<file path="src/rvm_pkg.sv">
// package: constants, types and decoders of the regulator voltage monitor
package rvm_pkg;
   // channel counts: buck channels sit in the low bits, linear channels above
   localparam int NUM_BUCK = 7;
   localparam int NUM_LIN = 4;
   localparam int NUM_CH = NUM_BUCK + NUM_LIN;
   localparam int CODE_W = 2;
   localparam int CNT_W = 4;
   localparam int BUS_W = 32;
   localparam int BE_W = BUS_W / 8;
   localparam int ADDR_W = 5;

   // clocks and times
   localparam int CLK_HZ = 40000000;
   localparam int LOW_CLK_HZ = 100000;
   localparam int US_PER_S = 1000000;
   localparam int TICK_CYC = CLK_HZ / LOW_CLK_HZ;
   localparam int LOW_FILT_US [4] = '{5, 15, 25, 40};
   localparam int HIGH_FILT_US [4] = '{25, 50, 80, 125};
   localparam int SETTLE_US = 30;
   localparam logic [CNT_W-1:0] SETTLE_TICKS = CNT_W'(SETTLE_US * LOW_CLK_HZ / US_PER_S);

   // register byte offsets
   localparam logic [ADDR_W-1:0] OFF_CTRL = 5'h00;
   localparam logic [ADDR_W-1:0] OFF_ENABLE = 5'h04;
   localparam logic [ADDR_W-1:0] OFF_SECURE_ENABLE = 5'h08;
   localparam logic [ADDR_W-1:0] OFF_LOW_TRIP = 5'h0c;
   localparam logic [ADDR_W-1:0] OFF_HIGH_TRIP = 5'h10;
   localparam logic [ADDR_W-1:0] OFF_STATUS = 5'h14;
   localparam logic [ADDR_W-1:0] OFF_EVENT = 5'h18;
   localparam logic [ADDR_W-1:0] OFF_MASK = 5'h1c;
   localparam int STAT_HIGH_LSB = 16;

   // carriers
   typedef struct packed {
      logic secure_en;
      logic [CODE_W-1:0] high_fault_filter_time;
      logic [CODE_W-1:0] low_fault_filter_time;
   } rvm_cfg_t;
   typedef struct packed {
      logic [NUM_LIN-1:0] linear_supervision_enable;
      logic [NUM_BUCK-1:0] buck_supervision_enable;
   } rvm_chan_t;
   typedef struct packed {
      logic [NUM_LIN-1:0][CODE_W-1:0] linear;
      logic [NUM_BUCK-1:0][CODE_W-1:0] buck;
   } rvm_code_t;
   localparam int CFG_W = $bits(rvm_cfg_t);
   localparam int CODES_W = $bits(rvm_code_t);

   // reset values
   localparam logic [CODE_W-1:0] LOW_FILT_RST = 2'h2;
   localparam logic [CODE_W-1:0] HIGH_FILT_RST = 2'h0;
   localparam rvm_cfg_t CFG_RST = '{secure_en: 1'b0, high_fault_filter_time: HIGH_FILT_RST,
                                    low_fault_filter_time: LOW_FILT_RST};
   localparam rvm_chan_t EN_RST = '1;
   localparam rvm_code_t TRIP_RST = '0;

   // microseconds to low clock ticks, rounded up
   function automatic logic [CNT_W-1:0] us_to_ticks(input int us);
      return CNT_W'((us * LOW_CLK_HZ + US_PER_S - 1) / US_PER_S);
   endfunction : us_to_ticks

   // filter code to tick count, low or high fault
   function automatic logic [CNT_W-1:0] filter_ticks(input logic [CODE_W-1:0] code,
                                                      input logic high);
      return high ? us_to_ticks(HIGH_FILT_US[code]) : us_to_ticks(LOW_FILT_US[code]);
   endfunction : filter_ticks
endpackage : rvm_pkg

</file>
<file path="src/rvm_tick_gen.sv">
// low frequency tick divider for the supervision timers
`timescale 1ns/100ps
module rvm_tick_gen #(
   parameter int DIV = rvm_pkg::TICK_CYC
) (
   // clock and reset
   input wire logic clk,
   input wire logic reset,
   // one-cycle tick per low clock period
   output logic tick
);
   import rvm_pkg::*;

   typedef struct packed {
      logic [$clog2(DIV)-1:0] cnt;
      logic tick;
   } rvm_tick_st_t;

   localparam logic [$clog2(DIV)-1:0] LAST = ($clog2(DIV))'(DIV - 1);

   rvm_tick_st_t s_r;
   rvm_tick_st_t s_nxt;

   // count cycles, pulse at wrap
   always_comb
   begin
      s_nxt = s_r;
      s_nxt.tick = (s_r.cnt == LAST);
      s_nxt.cnt = (s_r.cnt == LAST) ? '0 : s_r.cnt + 1'b1;
   end

   always_ff @(posedge clk)
   begin
      if (reset)
         s_r <= '0;
      else
         s_r <= s_nxt;
   end

   assign tick = s_r.tick;
endmodule : rvm_tick_gen

</file>
<file path="src/rvm_chan_filter.sv">
// one supervision channel: settling mask, regulation mask, two debounce filters
`timescale 1ns/100ps
module rvm_chan_filter (
   // clock and reset
   input wire logic clk,
   input wire logic reset,
   input wire logic tick,
   // control
   input wire logic enable,
   input wire logic ready,
   input wire logic [rvm_pkg::CNT_W-1:0] low_limit,
   input wire logic [rvm_pkg::CNT_W-1:0] high_limit,
   // comparators
   input wire logic cmp_low,
   input wire logic cmp_high,
   // filtered status
   output logic low_fault,
   output logic high_fault
);
   import rvm_pkg::*;

   typedef struct packed {
      logic en;
      logic [CNT_W-1:0] settle;
      logic [CNT_W-1:0] lcnt;
      logic [CNT_W-1:0] hcnt;
      logic lflt;
      logic hflt;
   } rvm_filt_st_t;

   rvm_filt_st_t s_r;
   rvm_filt_st_t s_nxt;

   // one debounce step: returns {count, flag}
   function automatic logic [CNT_W:0] step(input logic [CNT_W-1:0] cnt, input logic flt,
                                            input logic cmp, input logic [CNT_W-1:0] lim);
      logic [CNT_W:0] r;
      r = {cnt, flt};
      if (!cmp)
         r = '0;
      else if (!flt && tick)
         r = (cnt >= lim) ? {cnt, 1'b1} : {cnt + 1'b1, 1'b0};
      return r;
   endfunction : step

   // channel sequencing
   always_comb
   begin
      s_nxt = s_r;
      s_nxt.en = enable;
      if (!enable)
         s_nxt = '0;
      else if (!s_r.en || !ready)
      begin
         s_nxt = '0;
         s_nxt.en = 1'b1;
         s_nxt.settle = SETTLE_TICKS;
      end
      else if (s_r.settle != '0)
      begin
         if (tick)
            s_nxt.settle = s_r.settle - 1'b1;
      end
      else
      begin
         {s_nxt.lcnt, s_nxt.lflt} = step(s_r.lcnt, s_r.lflt, cmp_low, low_limit);
         {s_nxt.hcnt, s_nxt.hflt} = step(s_r.hcnt, s_r.hflt, cmp_high, high_limit);
      end
   end

   always_ff @(posedge clk)
   begin
      if (reset)
         s_r <= '0;
      else
         s_r <= s_nxt;
   end

   assign low_fault = s_r.lflt;
   assign high_fault = s_r.hflt;
endmodule : rvm_chan_filter

</file>
<file path="src/rvm_monitor_top.sv">
// top of the regulator voltage monitor: register slave, interrupt, channel array
`timescale 1ns/100ps
module rvm_monitor_top (
   // clock and reset
   input wire logic CLK_SYS,
   input wire logic RESET,
   // avalon-mm register slave
   input wire logic [rvm_pkg::ADDR_W-1:0] AVS_ADDRESS,
   input wire logic AVS_READ,
   input wire logic AVS_WRITE,
   input wire logic [rvm_pkg::BUS_W-1:0] AVS_WRITEDATA,
   input wire logic [rvm_pkg::BE_W-1:0] AVS_BYTEENABLE,
   output logic [rvm_pkg::BUS_W-1:0] AVS_READDATA,
   output logic AVS_WAITREQUEST,
   // analog comparators and regulators
   input wire logic [rvm_pkg::NUM_CH-1:0] CMP_LOW,
   input wire logic [rvm_pkg::NUM_CH-1:0] CMP_HIGH,
   input wire logic [rvm_pkg::NUM_CH-1:0] REG_READY,
   output logic [rvm_pkg::NUM_CH-1:0] SUPERVISION_ENABLE,
   output logic [rvm_pkg::CODES_W-1:0] LOW_TRIP_LEVEL_CODE,
   output logic [rvm_pkg::CODES_W-1:0] HIGH_TRIP_LEVEL_CODE,
   // fault handling
   output logic [rvm_pkg::NUM_CH-1:0] LOW_FAULT_STATUS,
   output logic [rvm_pkg::NUM_CH-1:0] HIGH_FAULT_STATUS,
   output logic IRQ
);
   import rvm_pkg::*;

   typedef struct packed {
      logic waitreq;
      logic [BUS_W-1:0] rdata;
      rvm_cfg_t cfg;
      rvm_chan_t en;
      rvm_code_t low_trip;
      rvm_code_t high_trip;
      logic [NUM_CH-1:0] low_evt;
      logic [NUM_CH-1:0] high_evt;
      logic [NUM_CH-1:0] low_msk;
      logic [NUM_CH-1:0] high_msk;
      logic irq;
   } rvm_top_st_t;

   localparam rvm_top_st_t ST_RST = '{waitreq: 1'b1, rdata: '0, cfg: CFG_RST, en: EN_RST,
                                      low_trip: TRIP_RST, high_trip: TRIP_RST,
                                      low_evt: '0, high_evt: '0, low_msk: '0,
                                      high_msk: '0, irq: 1'b0};

   rvm_top_st_t s_r;
   rvm_top_st_t s_nxt;
   logic tick;
   logic [CNT_W-1:0] low_lim;
   logic [CNT_W-1:0] high_lim;
   logic [NUM_CH-1:0] en_vec;
   logic [NUM_CH-1:0] low_st;
   logic [NUM_CH-1:0] high_st;
   logic [BUS_W-1:0] w_ctrl;
   logic [BUS_W-1:0] w_en;
   logic [BUS_W-1:0] w_ltrip;
   logic [BUS_W-1:0] w_htrip;
   logic [BUS_W-1:0] w_stat;
   logic [BUS_W-1:0] w_evt;
   logic [BUS_W-1:0] w_msk;
   logic [BUS_W-1:0] rd;
   logic [BUS_W-1:0] m;
   logic [BUS_W-1:0] clr;
   logic req;
   logic acc_wr;

   // byte-lane merge of a write into a register word
   function automatic logic [BUS_W-1:0] wmerge(input logic [BUS_W-1:0] old,
                                               input logic [BUS_W-1:0] data,
                                               input logic [BE_W-1:0] be);
      logic [BUS_W-1:0] r;
      r = old;
      for (int b = 0; b < BE_W; b++)
         if (be[b])
            r[b*8 +: 8] = data[b*8 +: 8];
      return r;
   endfunction : wmerge

   // pack a low/high channel pair into the shared status layout
   function automatic logic [BUS_W-1:0] pair_word(input logic [NUM_CH-1:0] lo,
                                                  input logic [NUM_CH-1:0] hi);
      return BUS_W'(lo) | (BUS_W'(hi) << STAT_HIGH_LSB);
   endfunction : pair_word

   // shared low clock tick
   rvm_tick_gen #(
      .DIV(TICK_CYC)
   ) u_tick (
      .clk(CLK_SYS),
      .reset(RESET),
      .tick(tick)
   );

   // shared filter times from the codes
   assign low_lim = filter_ticks(s_r.cfg.low_fault_filter_time, 1'b0);
   assign high_lim = filter_ticks(s_r.cfg.high_fault_filter_time, 1'b1);
   assign en_vec = s_r.en;

   // one filter per channel, buck channels first
   for (genvar i = 0; i < NUM_CH; i++)
   begin : g_ch
      rvm_chan_filter u_filt (
         .clk(CLK_SYS),
         .reset(RESET),
         .tick(tick),
         .enable(en_vec[i]),
         .ready(REG_READY[i]),
         .low_limit(low_lim),
         .high_limit(high_lim),
         .cmp_low(CMP_LOW[i]),
         .cmp_high(CMP_HIGH[i]),
         .low_fault(low_st[i]),
         .high_fault(high_st[i])
      );
   end

   // register words as read back
   assign w_ctrl = BUS_W'(s_r.cfg);
   assign w_en = BUS_W'(s_r.en);
   assign w_ltrip = BUS_W'(s_r.low_trip);
   assign w_htrip = BUS_W'(s_r.high_trip);
   assign w_stat = pair_word(low_st, high_st);
   assign w_evt = pair_word(s_r.low_evt, s_r.high_evt);
   assign w_msk = pair_word(s_r.low_msk, s_r.high_msk);
   assign req = AVS_READ || AVS_WRITE;
   assign acc_wr = AVS_WRITE && !s_r.waitreq;

   // bus slave, register writes, events and interrupt
   always_comb
   begin
      s_nxt = s_r;
      rd = '0;
      m = '0;
      clr = '0;
      // one wait state per request
      s_nxt.waitreq = !(req && s_r.waitreq);
      unique case (AVS_ADDRESS)
         OFF_CTRL: rd = w_ctrl;
         OFF_ENABLE: rd = w_en;
         OFF_SECURE_ENABLE: rd = w_en;
         OFF_LOW_TRIP: rd = w_ltrip;
         OFF_HIGH_TRIP: rd = w_htrip;
         OFF_STATUS: rd = w_stat;
         OFF_EVENT: rd = w_evt;
         OFF_MASK: rd = w_msk;
         default: rd = '0;
      endcase
      if (AVS_READ && s_r.waitreq)
         s_nxt.rdata = rd;
      if (acc_wr)
      begin
         m = wmerge(rd, AVS_WRITEDATA, AVS_BYTEENABLE);
         unique case (AVS_ADDRESS)
            OFF_CTRL: s_nxt.cfg = m[CFG_W-1:0];
            OFF_ENABLE:
            begin
               if (!s_r.cfg.secure_en)
                  s_nxt.en = m[NUM_CH-1:0];
            end
            OFF_SECURE_ENABLE: s_nxt.en = m[NUM_CH-1:0];
            OFF_LOW_TRIP: s_nxt.low_trip = m[CODES_W-1:0];
            OFF_HIGH_TRIP: s_nxt.high_trip = m[CODES_W-1:0];
            OFF_EVENT: clr = AVS_WRITEDATA & pair_word('1, '1);
            OFF_MASK:
            begin
               s_nxt.low_msk = m[NUM_CH-1:0];
               s_nxt.high_msk = m[STAT_HIGH_LSB +: NUM_CH];
            end
            default: ;
         endcase
      end
      // sticky events, set beats clear
      s_nxt.low_evt = (s_r.low_evt & ~clr[NUM_CH-1:0]) | low_st;
      s_nxt.high_evt = (s_r.high_evt & ~clr[STAT_HIGH_LSB +: NUM_CH]) | high_st;
      s_nxt.irq = |{s_nxt.low_evt & s_nxt.low_msk, s_nxt.high_evt & s_nxt.high_msk};
   end

   always_ff @(posedge CLK_SYS)
   begin
      if (RESET)
         s_r <= ST_RST;
      else
         s_r <= s_nxt;
   end

   // outputs, all from flops
   assign AVS_READDATA = s_r.rdata;
   assign AVS_WAITREQUEST = s_r.waitreq;
   assign SUPERVISION_ENABLE = en_vec;
   assign LOW_TRIP_LEVEL_CODE = s_r.low_trip;
   assign HIGH_TRIP_LEVEL_CODE = s_r.high_trip;
   assign LOW_FAULT_STATUS = low_st;
   assign HIGH_FAULT_STATUS = high_st;
   assign IRQ = s_r.irq;
endmodule : rvm_monitor_top

</file>
<file path="config.mk">
export PLATFORM = sky130hd
export DESIGN_NAME = rvm_monitor_top
export DESIGN_NICKNAME = d
export VERILOG_FILES = /design/src/rvm_pkg.sv /design/src/rvm_tick_gen.sv /design/src/rvm_chan_filter.sv /design/src/rvm_monitor_top.sv
export SDC_FILE = /design/constraint.sdc
export NUM_CORES = 1
export LEC_CHECK = 0
export BUFFER_PORTS_ARGS = -buffer_cell sky130_fd_sc_hd__buf_2
export CAP_MARGIN = 20
export CORE_ASPECT_RATIO = 1.5
export CORE_MARGIN = 8
export CORE_UTILIZATION = 58
export DETAILED_ROUTE_END_ITERATION = 16
export MAX_ROUTING_LAYER = met4
export PLACE_DENSITY = 0.88
export SLEW_MARGIN = 20
export SYNTH_ARGS = -nofsm -noshare
export SYNTH_HDL_FRONTEND = slang
export SYNTH_HIERARCHICAL = 1
export SYNTH_SLANG_ARGS = --single-unit
</file>
<file path="constraint.sdc">
create_clock -name CLK_SYS -period 7.45 [get_ports CLK_SYS]
set_input_delay 0.3725 -clock CLK_SYS [delete_from_list [all_inputs] [get_ports CLK_SYS]]
set_output_delay 0.3725 -clock CLK_SYS [all_outputs]
set_load 0.005 [all_outputs]
</file>
After elaboration in Yosys (flattened, before gate mapping)
Cells that the tools add are included.
{ "op_classes": {"add_sub_neg": 38, "mul": 2, "n_div": 2, "magnitude_cmp": 24, "n_eq_ne": 53, "shift": 0, "muxes": 138, "n_bitwise": 35, "n_reduce_logical": 213} }
{ "ops": {"columns": ["operator", "count"], "rows": [
  ["5-bit 2-to-1 mux", 66],
  ["27-bit one-hot mux with 7 select lines", 1],
  ["15-bit 2-to-1 mux", 11],
  ["14-bit 2-to-1 mux", 11],
  ["32-bit binary-select mux with 2-bit select", 2],
  ["32-bit 2-to-1 mux", 4],
  ["10-bit 2-to-1 mux", 11],
  ["2-bit AND reduction", 47],
  ["4-bit by 1-bit adder with 4-bit output, second input constant", 22],
  ["4-bit greater-or-equal comparator", 22],
  ["4-bit 2-to-1 mux", 22],
  ["11-bit by 27-bit OR with 27-bit output", 3],
  ["3-bit AND reduction", 23],
  ["32-bit by 21-bit adder with 32-bit output, second input constant", 2],
  ["32-bit by 21-bit divider with 32-bit output, second input constant", 2],
  ["32-bit by 13-bit multiplier with 27-bit output, second input constant", 2],
  ["32-bit by 2-bit subtractor with 32-bit output, second input constant", 2],
  ["27-bit 2-to-1 mux", 2],
  ["1-bit zero test", 46],
  ["2-bit != test, second input constant", 23],
  ["2-bit nonzero test", 23],
  ["11-bit AND", 4],
  ["22-bit 2-to-1 mux", 2],
  ["2-bit by 1-bit != test with 1-bit output, second input constant", 22],
  ["other kinds (22)", 130]
]} }
{ "word_totals": {"ff_bits": 313, "latch_bits": 0, "ram_bits": 0, "romBits": 0, "input_bits": 78, "elab_cells": 618, "n_memories": 0} }

Logic depth before layout (Yosys ltp)
Gate-level depths: netlist of run 1.
{ "logic_depth": {"ltp_word": 15, "mapped_depth": 30, "ltp_nobuf": 27} }

By module
The synthesis of run 1 kept the hierarchy.
{ "modules_own_cells": {"columns": ["mod", "instances", "cells_per_inst", "area_per_inst_um2", "seq_area_each_um2"], "rows": [
  ["rvm_chan_filter", 11, 109, 913.4, 300.3],
  ["rvm_monitor_top", 1, 1231, 9611.7, 2662.6],
  ["rvm_tick_gen", 1, 48, 442.9, 200.2]
]} }

Worst setup path after synthesis of run 1
OpenSTA, ideal clock, no wires.
{ "synth_timing": {"path_kind": "register -> register", "startpoint": "register s_r[102] (netlist name)", "endpoint": "register g_ch[0].u_filt/s_r[5] (netlist bit)", "setup_time_ps": 74, "arrival_ps": 6612, "setup_slack_ps": 763, "path_stages_with_launch": 31, "n_path_buf": 4, "cell_sequence": "dfxtp_1 -> inv_1 -> ha_1 -> buf_4 -> xor2_1 -> ha_1 -> ha_1 -> ha_1 -> buf_4 -> nand3b_1 -> a211o_1 -> and2_4 -> mux2_4 -> and4_4 -> buf_6 -> nor2_2 -> buf_6 -> nand2_1 -> nor4_2 -> o221ai_1 -> a22oi_2 -> nand4_1 -> a31o_1 -> a211o_1 -> inv_1 -> ha_1 -> a21oi_2 -> o21ai_1 -> a21o_1 -> or4_1 -> a31oi_1"} }
{ "synth_lines": {"columns": ["element", "line", "text"], "rows": [
  ["to (signal assigned)", "rvm_chan_filter.sv:76", "s_r <= s_nxt;"],
  ["to (decl)", "rvm_chan_filter.sv:31", "rvm_filt_st_t s_r;"]
]} }

==> results of run 1 <==
-- worst max-delay path, delay by kind of cell (launching register included) --
family	cells	cell delay (ns)
compound gates	10	2.71
simple gates	6	1.06
buf+inv	6	0.82
flops	1	0.40
fa+ha+maj	5	1.68
xor+xnor	1	0.24
-- path summary, 6_finish.rpt --
check,cells after the start,startpoint,endpoint,slack (ns)
worst max register to register,28,s_r[101],g_ch[9].u_filt/s_r[9],0.44
worst min register to register,1,AVS_WAITREQUEST,AVS_WAITREQUEST,0.45
worst max-delay path,28,s_r[101],g_ch[9].u_filt/s_r[9],0.44
worst min-delay path,2,AVS_READ,AVS_WAITREQUEST,0.01
-- layout by cell type (no fill, tap or decap), types with 44 or more instances in the layout --
master    Yosys  layout
inv_1       216     216
nor2_1      171     170
nand2_1     264     263
buf_2         6     177
a21oi_1     188     188
nor2b_1      52      52
buf_4        90      74
dfxtp_1     308     308
ha_1        170     170
o211ai_1     65      65
nand3_1      90      90
or4_1        44      44
a31oi_1      78      78
o21ai_0      66      64
nor3_1       57      53
mux2_2       47      47
-- layout make-up --
| type | instances | area share, % |
|---|---|---|
| clock inverter | 15 | 0.696 |
| multi-input combinational | 1786 | 54.6 |
| tap | 425 | 2.39 |
| antenna | 13 | 0.146 |
| clock buffer | 40 | 3.81 |
| inverter | 217 | 3.65 |
| sequential | 308 | 27.7 |
| timing repair buffer | 263 | 7.09 |
-- kinds of logic after synthesis --
logic type                 Yosys count  synth area share, %
DFF                                308                 30.7
buffers and inverters              390                 9.19
xor gates and xnor gates            54                 2.35
other                                1               0.0187
adders and majority gates          173                 10.8
and+or+nand+nor                    822                 20.5
muxes                               90                 5.23
AOI/OAI and AO/OA                  640                 21.2
-- through the flow --
| step | setup WS (ns) | utilization [%] |
|---|---|---|
| after floorplan | 0.763 | - |
| after global placement | 0.534 | 61.9 |
| after detailed placement | 0.382 | 61.9 |
| after CTS | 0.375 | 65.1 |
| after global routing | 0.0390 | 65.2 |
| final | 0.436 | 65.2 |
-- power breakdown --
| part | internal, mW | switching (mW) | total [mW] |
|---|---|---|---|
| clock network | 0.878 | 0.698 | 1.58 |
| registers | 1.67 | 0.0164 | 1.69 |
| logic | 0.0838 | 0.159 | 0.242 |
-- state kept, by name, summed over array words and instances (netlist names) --
name,count
IRQ,1
g_ch.u_filt/low_fault,11
AVS_READDATA,27
HIGH_TRIP_LEVEL_CODE,22
u_tick/tick,1
u_tick/s_r,9
g_ch.u_filt/s_r,143
SUPERVISION_ENABLE,11
g_ch.u_filt/high_fault,11
LOW_TRIP_LEVEL_CODE,22
AVS_WAITREQUEST,1
s_r,49
-- timing repair --
item                                    CTS  global route
hold buffers                             10             0
gates resized for setup                   0             4
endpoints found under the hold margin    18             0
setup buffers                             0             0
endpoints found under the setup margin    0            44
-- layer usage --
layer / vias to the layer above / share of wire [%] / global-route usage [%]
met4: 0 / 7.4 / 20.8
met1: 9139 / 36 / 31.4
li1: 9041 / - / -
met3: 284 / 8.8 / 6.10
met2: 975 / 48 / 51.7
met5: - / 0 / -
==> impl_metrics.toml, run 1 <==
[critical_path]
worstPathRequired_ns = 7.94
arrival_ns = 7.51
crit_path_max_fanout = 8
crit_path_start_kind = "register"
crit_type = "reg2reg"
crit_path_end_kind = "register"
cp_slowest_cell = "a2111oi_1"
cpMostUsedCell = "inv_1"
cpPeakStageDelay_ns = 0.52

[yosys]
ys_seq_elements = 308
syn_area_um2 = 20100
yosys.area.top_type = "dfxtp_1"
synth_edf_count = 0
synth_common_cells = "dfxtp_1, nand2_1, inv_1"
synth.area.top_cells = "dfxtp_1, ha_1, nand2_1, a21oi_1, inv_1"
avgSynthCellArea_um2 = 8.11
synth_cell_types = 100
ys_warn_count = 6
ys_async_sr_fraction_pct = 0
yosysMostFrequentCell = "dfxtp_1"
ys_seq_area_share_pct = 30.7
synth_top_area_share_pct = 30.7
syn_inst = 2478
yosys_most_used_dff = "dfxtp_1"

[die]
die_w_um = 168
ioPinCount = 189
dieArea_um2 = 41000
core_area_um2 = 34200
rows = 83
initial_core_util_pct = 58.8
die_h_um = 244

[cells_and_area]
area_growth_pct = 10.9
postLayoutCellArea_um2 = 22300
multiInputGateArea_um2 = 12200
fillers = 2727
drive_gt1_share_pct = 16.5
ff_latch_area_um2 = 6170
layout.cells.non_filler = 3067
nets = 2857

[timing]
worst_pin_slew_ns = 1.16
rsz0062_at_grt = "no"
fin_tns_setup_ns = 0
max_slew_margin_pct = 22.7
period_share_pct = 94.1
finalCriticalPeriod_ns = 7.01
drv_slew = 0
clock_skew_ns = 0.0218
setup_viol = 0
finalHoldViolCount = 0
whs_ns = 0.0149
max_clock_freq_mhz = 143

[grt]
grt_use_total_pct = 30.4
grt.overflow.total = 0
grt_start_max_net_pins = 60
antenna_found_initial = 13
grt_pass1_wl_um = 98900
grt_pass1_vias = 19605

[cts]
clkTransAtPathRegs_ns = 0.06
cts_buffer_depth = 3
clkLatencyLatePin_ns = 0.60
cts_tree = "built"
htreeDepth = 1
numCtsBuffers = 31
cts_sinks = 308
clockRootBuffer = "clkbuf_16"

[pwr]
p_per_area_nw_per_um2 = 157
worst_ir_drop_vdd_uv = 197
fin_total_pwr_mw = 3.50
total_leakage_power_nw = 9.33

[routing]
routed_wl_um = 63100
drtIter0Drc = 1761
drcViolationCount = 0
ant_nets = 0
routed-via-count = 19439
drt-vias-per-instance = 6.34
dr.pass1.iters = 5
avgRoutedWirePerCell_um = 20.6

[run]
cap_violations = 0

[placement]
dpl.hpwl_um = 46000
dpl.cell_count = 2989
portBuffers = 178
gp_congestion = 1.04
placed_area_um2 = 21100

[worst_hold_path]
min_path_type = "in2reg"

[status]
outcome = "completed"
(Power assumes the default switching activity.)
==> run 2: changes to the inputs <==
Settings changed: CAP_MARGIN 20 to 10, CORE_UTILIZATION 58 to 44, PLACE_DENSITY 0.88 to 0.72, SKIP_LAST_GASP set to 1.
==> impl_metrics.toml, run 2 (synthesis results as in run 1) <==
[routing]
drt-vias-per-instance = 5.89
avgRoutedWirePerCell_um = 19.1
dr.pass1.iters = 6
drtIter0Drc = 1439
routed-via-count = 18805
routed_wl_um = 60900
drcViolationCount = 0
ant_nets = 0

[pwr]
pwr-share-clk_pct = 45.6
internal-power_mw = 2.68
p_per_area_nw_per_um2 = 159
switchingPower_mw = 0.856
total_leakage_power_nw = 9.14
power_frac_comb_pct = 6.7
worst_ir_drop_vdd_uv = 174
p_seq_share_pct = 47.8
switching_share_pct = 24.2

[die]
core_area_um2 = 45400
die_h_um = 278
ioPinCount = 189
initial_core_util_pct = 44.3
dieArea_um2 = 52900
rows = 96
die_w_um = 191

[grt]
antenna_found_initial = 15
grt_busiest_layer = "met2"
grt_use_total_pct = 22.5
use_met1_pct = 24.6
grt_pass1_vias = 18222
grtUsageMet3_pct = 3.80
grt_pass1_wl_um = 94600
grt_start_max_net_pins = 55
grt.overflow.total = 0
gr-usage-met2_pct = 38.1

[cts]
clockRootBuffer = "clkbuf_16"
htreeDepth = 1
clkLatencyLatePin_ns = 0.60
cts_buffer_depth = 3
clkTransAtPathRegs_ns = 0.06
cts_tree = "built"
numCtsBuffers = 31
postCtsSetupBuffers = 0
cts_sinks = 308

[timing]
drv_slew = 0
clock_skew_ns = 0.0192
max_slew_margin_pct = 20.5
worst_pin_slew_ns = 1.19
fin_tns_setup_ns = 0
rsz0062_at_grt = "no"
max_clock_freq_mhz = 142
setup_viol = 0
finalCriticalPeriod_ns = 7.06
period_share_pct = 94.8
finalHoldViolCount = 0

[run]
cap_violations = 0

[cells_and_area]
layout.cells.non_filler = 3190
regMostFlops = "g_ch.u_filt/s_r"
utilization_pct = 48.9
area_growth_pct = 10.5
drive_gt1_share_pct = 15.2
largest_reg_flops = 143
layout_common_cells = "dfxtp_1, nand2_1, inv_1, a21oi_1, buf_2"
layout_commonest_cell = "dfxtp_1"
nets = 2818

[critical_path]
crit_path_start_kind = "register"
worstPathRequired_ns = 7.96
crit_path_max_fanout = 11
crit_type = "reg2reg"
arrival_ns = 7.57
crit_path_end_kind = "register"

[placement]
gp_congestion = 0.903
dpl.hpwl_um = 45700
portBuffers = 178
dpl.cell_count = 3114

[worst_hold_path]
min_path_type = "in2reg"

[status]
outcome = "completed"
-- run 2: cell types whose count changed in the layout (fill, tap and decap cells not counted), sizes merged --
cell and change:
buf -38, clkinv -6, clkbuf +5, clkinvlp +1, dlygate4sd3 -1, inv -1
-- run 2: worst paths after layout --
check / from / endpoint / slack [ns] / cells past startpoint
max reg2reg: s_r[102] / g_ch[8].u_filt/s_r[5] / 0.39 / 27
min reg2reg: AVS_READDATA[25] / AVS_READDATA[25] / 0.46 / 2
max: s_r[102] / g_ch[8].u_filt/s_r[5] / 0.39 / 27
min: REG_READY[2] / g_ch[2].u_filt/s_r[11] / 0.01 / 2
-- run 2: layer usage --
| metal | wire (um) | up-vias |
|---|---|---|
| li1 | - | 8963 |
| met1 | 23200 | 8939 |
| met2 | 29600 | 718 |
| met3 | 4710 | 185 |
| met4 | 3330 | 0 |
| met5 | 0 | - |
-- run 2: stage by stage --
step / total power, mW / setup WS, ns / hold WS (ns) / instance area (um^2)
final: 3.53 / 0.387 / 0.0136 / 22200
after global routing: 3.64 / 0.0168 / 0.0139 / 22200
after CTS: 3.56 / 0.356 / 0.000116 / 22200
after detailed placement: 1.95 / 0.361 / 0.449 / 21000
after global placement: 1.94 / 0.559 / 0.439 / 21000
after floorplan: 1.87 / 0.763 / 0.429 / 20100
-- run 2: worst max-delay path, cell delays in order, from the launching register on --
cell and delay (ns):
dfxtp_1 0.32, buf_4 0.16, ha_1 0.37, and2_1 0.24
ha_1 0.25, ha_1 0.31, ha_1 0.30, nand3b_1 0.17
a22oi_1 0.41, and2_4 0.28, mux2_4 0.32, and4_4 0.24
nor2_2 0.32, nand2_1 0.11, nor4_2 0.29, o221ai_1 0.21
a22oi_2 0.28, nand4_1 0.15, a31o_1 0.23, a211o_1 0.34
buf_12 0.17, inv_1 0.06, ha_1 0.24, a21oi_2 0.14
o21ai_1 0.10, a21o_1 0.24, or4_1 0.52, a31oi_1 0.18
-- run 2: power by group through the flow --
stage               logic [mW]  clock network [mW]  registers (mW)
floorplan                0.154                   0            1.72
CTS                      0.234                1.64            1.69
global placement         0.221                   0            1.72
global route             0.260                1.70            1.69
finish                   0.236                1.61            1.69
detailed placement       0.229                   0            1.72
-- run 2: area by class of cell --
cell class                 instances  area (um^2)
antenna                           13         32.5
clock buffer                      45          918
clock inverter                     9          116
fill                            4386        23200
inverter                         217          815
multi-input combinational       1786        12200
sequential                       308         6170
tap                              588          736
timing repair buffer             224         1270
-- run 2: timing repair --
| item | in CTS | in global routing |
|---|---|---|
| setup endpoints to repair | 0 | 23 |
| gates resized for setup | 0 | 2 |
| endpoints found under the hold margin | 18 | 0 |
| hold buffers | 9 | 0 |
